$ cat config.mk
export PLATFORM = sky130hd
export DESIGN_NAME = absr_host
export DESIGN_NICKNAME = d
export VERILOG_FILES = /design/src/pkg/absr_pkg.sv /design/src/pkg/absr_rd_if.sv /design/src/hw/absr_host.sv /design/src/hw/absr_sync.sv
export SDC_FILE = /design/constraint.sdc
export NUM_CORES = 1
export LEC_CHECK = 0
export ABC_AREA = 1
export CAP_MARGIN = 30
export CORE_ASPECT_RATIO = 1.5
export CORE_MARGIN = 2
export CORE_UTILIZATION = 25
export CTS_BUF_LIST = sky130_fd_sc_hd__clkbuf_16
export CTS_CLUSTER_SIZE = 14
export DETAILED_ROUTE_END_ITERATION = 8
export DONT_BUFFER_PORTS = 1
export PLACE_DENSITY_LB_ADDON = 0.08
export SYNTH_ARGS = -nofsm -noshare
export SYNTH_HDL_FRONTEND = slang
export SYNTH_HIERARCHICAL = 1
export SYNTH_SLANG_ARGS = --single-unit
$ cat constraint.sdc
create_clock -name clk -period 2.25 [get_ports clk]
set_clock_uncertainty 0.1 [all_clocks]
set_input_delay 0.45 -clock clk [delete_from_list [all_inputs] [get_ports clk]]
set_output_delay 0.45 -clock clk [all_outputs]
set_load 0.01 [all_outputs]
$ cat src/pkg/absr_pkg.sv
package absr_pkg;
  // pin widths of the memory and the counter width
  localparam int ADDR_W = 10;
  localparam int DATA_W = 8;
  localparam int CNT_W = 16;

  // host clock
  localparam int CLK_PERIOD_NS = 40;

  // device timing, slowest speed grade, in ns except the power-up delay in ms
  localparam int ADDRESS_TO_DATA_DELAY_NS = 120;
  localparam int SELECT_TO_DATA_DELAY_NS = 60;
  localparam int GATE_TO_DATA_DELAY_NS = 60;
  localparam int WRITE_PULSE_WIDTH_NS = 45;
  localparam int ADDRESS_HOLD_TIME_NS = 40;
  localparam int WRITE_DATA_HOLD_NS = 15;
  localparam int POWERUP_DELAY_MS = 2;

  // synchroniser depth on the data lines
  localparam int SYNC_STAGES = 2;

  // least times round up to whole cycles
  localparam int ACCESS_NS_MAX = (ADDRESS_TO_DATA_DELAY_NS > SELECT_TO_DATA_DELAY_NS) ?
    ADDRESS_TO_DATA_DELAY_NS : SELECT_TO_DATA_DELAY_NS;
  localparam int ACCESS_CYC = (ACCESS_NS_MAX + CLK_PERIOD_NS - 1) / CLK_PERIOD_NS;
  localparam int RD_WAIT_CYC = ACCESS_CYC + SYNC_STAGES + 1;
  localparam int WR_PULSE_CYC = (WRITE_PULSE_WIDTH_NS + CLK_PERIOD_NS - 1) / CLK_PERIOD_NS;
  localparam int HOLD_NS_MAX = (ADDRESS_HOLD_TIME_NS > WRITE_DATA_HOLD_NS) ?
    ADDRESS_HOLD_TIME_NS : WRITE_DATA_HOLD_NS;
  localparam int WR_HOLD_CYC = (HOLD_NS_MAX + CLK_PERIOD_NS - 1) / CLK_PERIOD_NS;
  localparam int PWRUP_CYC = (POWERUP_DELAY_MS * 1000000 + CLK_PERIOD_NS - 1) / CLK_PERIOD_NS;

  // address and data values after reset, and the end value of the counter
  localparam logic [CNT_W-1:0] CNT_RESET = 16'h0000;
  localparam logic [ADDR_W-1:0] ADDR_RESET = 10'h000;
  localparam logic [DATA_W-1:0] DATA_RESET = 8'h00;

  typedef enum logic [2:0] {
    ST_POWERUP,
    ST_IDLE,
    ST_RD_WAIT,
    ST_WR_SETUP,
    ST_WR_PULSE,
    ST_WR_HOLD
  } absr_state_t;
endpackage : absr_pkg

$ cat src/pkg/absr_rd_if.sv
`timescale 1ns/1ps
interface absr_rd_if;
  import absr_pkg::*;
  logic [DATA_W-1:0] pin_level;
  logic [DATA_W-1:0] synced;
  modport sync (input pin_level, output synced);
  modport ctl (output pin_level, input synced);
endinterface : absr_rd_if

$ cat src/hw/absr_host.sv
`timescale 1ns/1ps
module absr_host
  import absr_pkg::*;
#(
  parameter int POWERUP_CYCLES = PWRUP_CYC
) (
  // clock and reset
  input wire logic clk,
  input wire logic reset,
  // user request
  input wire logic req,
  input wire logic req_write,
  input wire logic [ADDR_W-1:0] req_addr,
  input wire logic [DATA_W-1:0] req_wdata,
  // user answer
  output logic ready,
  output logic rd_valid,
  output logic [DATA_W-1:0] rd_data,
  // memory control pins
  output logic [ADDR_W-1:0] byte_address,
  output logic chip_select_n,
  output logic output_gate_n,
  output logic write_strobe_n,
  // memory data pins
  input wire logic [DATA_W-1:0] data_io_lines_in,
  output logic [DATA_W-1:0] data_io_lines_out,
  output logic data_io_lines_oe
);
  absr_state_t state_q;
  absr_state_t state_d;
  logic [CNT_W-1:0] cnt_q;
  logic [CNT_W-1:0] cnt_d;
  logic [ADDR_W-1:0] addr_q;
  logic [ADDR_W-1:0] addr_d;
  logic cs_n_q;
  logic cs_n_d;
  logic oe_n_q;
  logic oe_n_d;
  logic we_n_q;
  logic we_n_d;
  logic [DATA_W-1:0] dout_q;
  logic [DATA_W-1:0] dout_d;
  logic doe_q;
  logic doe_d;
  logic [DATA_W-1:0] rdata_q;
  logic [DATA_W-1:0] rdata_d;
  logic rvalid_q;
  logic rvalid_d;
  logic ready_q;
  logic ready_d;
  logic pwr_done_q;
  logic pwr_done_d;

  absr_rd_if rd_if ();

  assign rd_if.pin_level = data_io_lines_in;

  absr_sync u_sync (
    .clk(clk),
    .reset(reset),
    .rd(rd_if.sync)
  );

  always_comb begin
    state_d = state_q;
    cnt_d = cnt_q;
    addr_d = addr_q;
    cs_n_d = cs_n_q;
    oe_n_d = oe_n_q;
    we_n_d = we_n_q;
    dout_d = dout_q;
    doe_d = doe_q;
    rdata_d = rdata_q;
    rvalid_d = 1'b0;
    pwr_done_d = pwr_done_q;
    case (state_q)
      ST_POWERUP: begin
        // pins stay idle until the memory has settled
        if (cnt_q == CNT_RESET) begin
          pwr_done_d = 1'b1;
          state_d = ST_IDLE;
        end else begin
          cnt_d = cnt_q - 16'h0001;
        end
      end
      ST_IDLE: begin
        if (req) begin
          addr_d = req_addr;
          cs_n_d = 1'b0;
          if (req_write) begin
            // gate stays high so the memory never drives against us
            oe_n_d = 1'b1;
            dout_d = req_wdata;
            doe_d = 1'b1;
            state_d = ST_WR_SETUP;
          end else begin
            // strobe high keeps the memory reading
            oe_n_d = 1'b0;
            we_n_d = 1'b1;
            cnt_d = CNT_W'(RD_WAIT_CYC - 1);
            state_d = ST_RD_WAIT;
          end
        end
      end
      ST_RD_WAIT: begin
        // address, select and gate all move together, so the longest access wins;
        // one spare cycle covers data arriving right at the edge
        if (cnt_q == CNT_RESET) begin
          rdata_d = rd_if.synced;
          rvalid_d = 1'b1;
          cs_n_d = 1'b1;
          oe_n_d = 1'b1;
          state_d = ST_IDLE;
        end else begin
          cnt_d = cnt_q - 16'h0001;
        end
      end
      ST_WR_SETUP: begin
        // select fell a cycle earlier, so the strobe edge starts the write
        we_n_d = 1'b0;
        cnt_d = CNT_W'(WR_PULSE_CYC - 1);
        state_d = ST_WR_PULSE;
      end
      ST_WR_PULSE: begin
        if (cnt_q == CNT_RESET) begin
          we_n_d = 1'b1;
          cnt_d = CNT_W'(WR_HOLD_CYC - 1);
          state_d = ST_WR_HOLD;
        end else begin
          cnt_d = cnt_q - 16'h0001;
        end
      end
      ST_WR_HOLD: begin
        // address, select and data held past the strobe rise
        if (cnt_q == CNT_RESET) begin
          cs_n_d = 1'b1;
          doe_d = 1'b0;
          state_d = ST_IDLE;
        end else begin
          cnt_d = cnt_q - 16'h0001;
        end
      end
      default: begin
        state_d = ST_IDLE;
      end
    endcase
    // a request is only taken in idle, and ready is high in exactly the idle cycles
    ready_d = (state_d == ST_IDLE) && !(state_q == ST_IDLE && req);
  end

  always_ff @(posedge clk or posedge reset) begin
    if (reset) begin
      state_q <= ST_POWERUP;
      cnt_q <= CNT_W'(POWERUP_CYCLES - 1);
      addr_q <= ADDR_RESET;
      cs_n_q <= 1'b1;
      oe_n_q <= 1'b1;
      we_n_q <= 1'b1;
      dout_q <= DATA_RESET;
      doe_q <= 1'b0;
      rdata_q <= DATA_RESET;
      rvalid_q <= 1'b0;
      ready_q <= 1'b0;
      pwr_done_q <= 1'b0;
    end else begin
      state_q <= state_d;
      cnt_q <= cnt_d;
      addr_q <= addr_d;
      cs_n_q <= cs_n_d;
      oe_n_q <= oe_n_d;
      we_n_q <= we_n_d;
      dout_q <= dout_d;
      doe_q <= doe_d;
      rdata_q <= rdata_d;
      rvalid_q <= rvalid_d;
      ready_q <= ready_d;
      pwr_done_q <= pwr_done_d;
    end
  end

  assign ready = ready_q;
  assign rd_valid = rvalid_q;
  assign rd_data = rdata_q;
  assign byte_address = addr_q;
  assign chip_select_n = cs_n_q;
  assign output_gate_n = oe_n_q;
  assign write_strobe_n = we_n_q;
  assign data_io_lines_out = dout_q;
  assign data_io_lines_oe = doe_q;

  a_pulse_width_min: assert property (@(posedge clk) disable iff (reset)
    $fell(we_n_q) |-> !we_n_q [*2] ##1 we_n_q)
    else $error("write strobe pulse not two cycles");

  a_addr_hold_rise: assert property (@(posedge clk) disable iff (reset)
    $rose(we_n_q) |-> $stable(addr_q) && !cs_n_q ##1 $stable(addr_q))
    else $error("address or select not held past strobe rise");

  a_strobe_ends_write: assert property (@(posedge clk) disable iff (reset)
    $rose(cs_n_q) |-> we_n_q && $past(we_n_q))
    else $error("select released before strobe ended write");

  a_data_hold_rise: assert property (@(posedge clk) disable iff (reset)
    $rose(we_n_q) |-> doe_q && $stable(dout_q) ##1 $stable(dout_q))
    else $error("write data not held after strobe rise");

  a_data_during_pulse: assert property (@(posedge clk) disable iff (reset)
    !we_n_q |-> doe_q && $past(doe_q))
    else $error("write data not driven ahead of strobe");

  a_gate_high_write: assert property (@(posedge clk) disable iff (reset)
    (doe_q || !we_n_q) |-> oe_n_q)
    else $error("output gate low while host drives data");

  a_no_early_access: assert property (@(posedge clk) disable iff (reset)
    !pwr_done_q |-> cs_n_q && we_n_q && !ready_q)
    else $error("access before power-up wait ended");

  a_read_strobe_high: assert property (@(posedge clk) disable iff (reset)
    $fell(oe_n_q) |-> we_n_q [*6] ##1 rvalid_q)
    else $error("read not answered after six cycles with strobe high");
endmodule : absr_host

$ cat src/hw/absr_sync.sv
`timescale 1ns/1ps
module absr_sync
  import absr_pkg::*;
(
  // clock and reset
  input wire logic clk,
  input wire logic reset,
  // levels in and out
  absr_rd_if.sync rd
);
  logic [DATA_W-1:0] meta_q;
  logic [DATA_W-1:0] meta_d;
  logic [DATA_W-1:0] sync_q;
  logic [DATA_W-1:0] sync_d;

  // meta_q is read by sync_q only
  always_comb begin
    meta_d = rd.pin_level;
    sync_d = meta_q;
  end

  always_ff @(posedge clk or posedge reset) begin
    if (reset) begin
      meta_q <= DATA_RESET;
      sync_q <= DATA_RESET;
    end else begin
      meta_q <= meta_d;
      sync_q <= sync_d;
    end
  end

  assign rd.synced = sync_q;
endmodule : absr_sync

Word level (Yosys, flattened, before mapping). Cells that the tools add are included. W data, S select, Z words.

Eq/ne operators: 14. Reductions and logical operators: 20. Multiplexer cells: 25. Add/sub/neg operators: 1.

Operators with widths (number): $mux W16 (4); $pmux W16 S4 (1); $logic_not A16 Y1 (1); $sub A16 B1 Y16 const B (1); $ne A2 B2 Y1 const B (7); $mux W1 (12); $pmux W3 S4 (1); $reduce_and A4 Y1 (3); $mux W3 (3); $reduce_and A3 Y1 (3); $eq A3 B1 Y1 const B (2); $eq A3 B2 Y1 const B (2); $eq A3 B3 Y1 const B (2); $pmux W1 S2 (3); $reduce_bool A2 Y1 (3); $reduce_and A2 Y1 (2); $reduce_bool A4 Y1 (1); $logic_not A3 Y1 (1); $pmux W1 S3 (1); $reduce_bool A3 Y1 (1); $reduce_or A3 Y1 (1); $logic_and A1 B1 Y1 (2); $ne A2 B1 Y1 const B (1); $reduce_or A2 Y1 (1); $logic_not A1 Y1 (1).

Register bits after elaboration: 67. Bits of input ports: 30. Output and inout bits: 32.

Logic depth before layout (Yosys ltp).
Depth in word-level cells: 5. Mapped depth: 12.

By module. The synthesis kept the hierarchy.

Modules (own cells, without submodules): absr_host (instances 1, area an instance 2666.3 um^2, seq. area each 1291.2 um^2, cells each 349); absr_sync (instances 1, area an instance 404.1 um^2, seq. area each 400.4 um^2, cells each 17).

Least setup slack after synthesis. No wires, ideal clock.

Path type: register to register. Start point: register cnt_q[0]. End point: register cnt_q[12]. Path slack: 0.648 ns. Stages on the path, launching flop included: 12. Arrival time: 1.379 ns. Required time: 2.027 ns. Period minus slack after synthesis: 1.602 ns. Setup time: 0.123 ns. Cells stage by stage: dfstp_2 > inv_1 > ha_1 > inv_1 > nor2_1 > nand2_1 > nor2_1 > nand3_4 > nand2_2 > clkinv_2 > nand2_2 > o21ai_1.

Longest elaborated chain between the ends: 3.

Ends and longest elaborated chain: start: declaration (line absr_host.sv:31) `logic [CNT_W-1:0] cnt_q;`; start signal: assignment (line absr_host.sv:154) `cnt_q <= CNT_W'(POWERUP_CYCLES - 1);`; start signal: assignment (line absr_host.sv:167) `cnt_q <= cnt_d;`; $sub A16 B1 Y16 or $logic_not A16 Y1 (tied branches); $mux W16, or another cell as far along (line absr_host.sv:79, absr_host.sv:108, absr_host.sv:135); $pmux W16 S4 or $reduce_and A4 Y1 (tied branches).

Several ways; a longest one is shown, not always the timed one. The select of a mux whose other input is x is not followed. A chain may end at the register's enable or synchronous reset.

Worst setup path after layout.
Start point: register cnt_q[0]. End point: register cnt_q[13].

Same word-level chain as after synthesis.

==> metrics.csv <==
stage,metric,value,unit
outcome,status,"finished, final reports clean",
finish,register area,1692,µm²
power,pwr/cell area,1241,nW/µm²
route,via density per instance,4.264,
finish,Ant. Diodes,0,
route,Total Wirelength,7.759,mm
die,core area,12020,µm²
route,Initial DRC Count,95,
finish,share of layout cells above drive strength 1,15.75,%
placement,Buffers on Ports,0,
clocking,Post-CTS Setup Bufs,0,
clocking,Clock Pin Slew Worst Setup and Hold Paths,60,ps
finish,fin cells,534,
die,IO Count,62,
timing,post-route clock period utilization,84.40,%
finish,# nets final,408,
synth,Mapped Area,3070,µm²
global_route,first-pass GRT wire length,12.93,mm
worst_setup_path,CP startpoint kind,register,
clocking,H-tree Lvls,3,
power,Leak,0.001804,µW
worst_setup_path,Worst EP required,2350,ps
finish,most frequent cells in the layout,"nand2_1, dfrtp_1, nor2_1",
hold_path,WHS Path Cells,0,
finish,"most common cell after layout, fill and taps aside",nand2_1,
flow_run,Max Cap Viol,0,
timing,Worst-Margin Slew,585.0,ps
power,"Power, Total",4402,µW
route,routed length per instance,14.53,µm
synth,Ys Warns,6,
die,Cell Rows,49,
synth,Synth area leader,dfrtp_1,
die,Die ar.,13200,µm²
clocking,Num CTS Buffers,9,
timing,f_max,526.6,MHz
global_route,GRT Resource Usage Total,12.91,%
die,die height,139.7,µm
worst_setup_path,critical path class,register to register,
route,Remaining DRCs,0,
synth,top post-synthesis cells by area,"dfrtp_1, nand2_1, dfstp_2",
hold_path,Worst Min Path Start,data_io_lines_in[4],
timing,headroom to the max-slew limit,60.96,%
hold_path,Hold EP,u_sync/meta_q[4],
route,DR vias,2277,
route,Initial DRT Pass Iterations,4,
power,VDD IR max,0.3784,mV
timing,RSZ-0062 raised after global routing,false,
synth,Synth Register Bits,67,
worst_setup_path,r2r setup slk,350,ps
timing,setup_tns,0,ps
hold_path,HP Class,input pin to register,
synth,sequential share of the synthesized area,55.09,%
synth,Mapped Cells,366,
worst_setup_path,r2r startpoint,cnt_q[0],
global_route,pin count of the biggest net entering global routing,32,
placement,cell count after placement,517,
worst_setup_path,FF-to-FF End,cnt_q[13],
timing,Pins Over Slew Limit,0,
clocking,Root Driver,clkbuf_16,
timing,final hold vios,0,
finish,fin util,29.51,%
placement,RePlAce Congestion,0.7734,
global_route,vias in the first global route,2410,
global_route,initial antenna violation count,0,
finish,area of the multi-input gates,1195,µm²
worst_setup_path,Crit path arrival time,2000,ps
clocking,Sink Count,67,
synth,"Distinct cells, synth",29,
clocking,Skew-Pair Late Insertion Delay,330,ps
synth,Mapped Nets,398,
global_route,GRT Residual Overflow,0,
timing,Final Setup Violations,0,
clocking,Clock Path Buffers,2,
worst_setup_path,Max Fanout on Critical Path,12,
placement,HPWL after DPL,5.902,mm
clocking,TritonCTS clock tree,yes,
die,die span in x,94.49,µm
finish,fillers,1317,
finish,Area Overhead vs Synth,15.48,%
route,post-route ant nets,0,
timing,Tmin final,1899,ps
synth,Synth top area share,44.82,%
timing,WHS,45.36,ps
synth,Syn Area/Cell,8.389,µm²
worst_setup_path,crit end category,register,
worst_setup_path,path depth of the worst reg2reg path,11,
die,initial core utilization,25.55,%
## how the worst max path moves through the flow
| stage | slack [ps] | from | endpoint |
|---|---|---|---|
| finish | 350 | cnt_q[0] | cnt_q[13] |
| global route | 170 | cnt_q[0] | cnt_q[12] |
| CTS | 340 | cnt_q[0] | cnt_q[13] |
| detailed placement | 350 | cnt_q[0] | cnt_q[13] |
| global placement | 390 | cnt_q[0] | cnt_q[13] |
| floorplan | 490 | reset | byte_address[0] |
## through the flow
step | cell area [µm²] | setup WS, ps
floorplan | 3070 | 490.3
global placement | 3259 | 389.7
detailed placement | 3259 | 352.9
CTS | 3546 | 335.5
global route | 3546 | 166.4
finish | 3546 | 351.0
## Yosys cell counts, drive strengths merged
library cell	number
clkinv	2
buf	7
o21bai	3
o21a	1
nor2	39
nand3	26
nor3	2
o21ai	12
a21oi	4
ha	2
nand3b	1
inv	32
nand4	5
dfrtp	55
nand2	158
xor2	5
dfstp	12
## power by group
part	internal [µW]	switching [µW]
registers	1600	382
logic	400	709
clock network	751	563
## worst max-delay path: stages (launching register included)
cell and delay (ps):
dfstp_2 370, inv_1 120, ha_1 190, inv_1 50, nor2_1 110, nand2_1 60, nor2_1 170, nand3_4 180
nand2_2 120, clkinv_2 130, nand2_2 110, o21ai_1 60
## flip-flops by register name, summed over array words and instances, names as in the netlist
register           cells
write_strobe_n         1
rd_data                8
data_io_lines_out      8
state_q                3
byte_address          10
ready                  1
u_sync/meta_q          8
rd_valid               1
output_gate_n          1
u_sync/rd.synced       8
chip_select_n          1
cnt_q                 16
data_io_lines_oe       1
## cell type report
cell class / instances / area share [%]
well taps: 153 / 5.399
flip-flops and latches: 67 / 47.71
clock inverters: 7 / 1.447
clock buffers: 9 / 6.351
inverters: 34 / 3.705
repair buffers: 6 / 1.694
multi-input cells: 258 / 33.70
## what timing repair did
item                                   CTS  global route
hold buffers                             1             0
endpoints found under the hold margin   31             0
resized for setup                        0             0
## kinds of logic (layout without fill, tap and decap cells)
logic type	Yosys count	in the layout	synth area share (%)
AO/OA/AOI/OAI	20	20	3.586
buffers and inverters	41	56	5.990
XOR/XNOR	5	5	1.426
adder cells (fa/ha/maj)	2	2	0.8149
flip-flops	67	67	55.09
AND/OR/NAND/NOR	231	231	33.09
## layer usage
layer	up-vias	wire [µm]	global-route usage [%]
met4	0	161	5.568
met2	37	4274	23.01
met5	-	0	0
met1	1075	3072	14.04
li1	1152	-	-
met3	13	250	3.573
(Power assumes the default switching activity.)
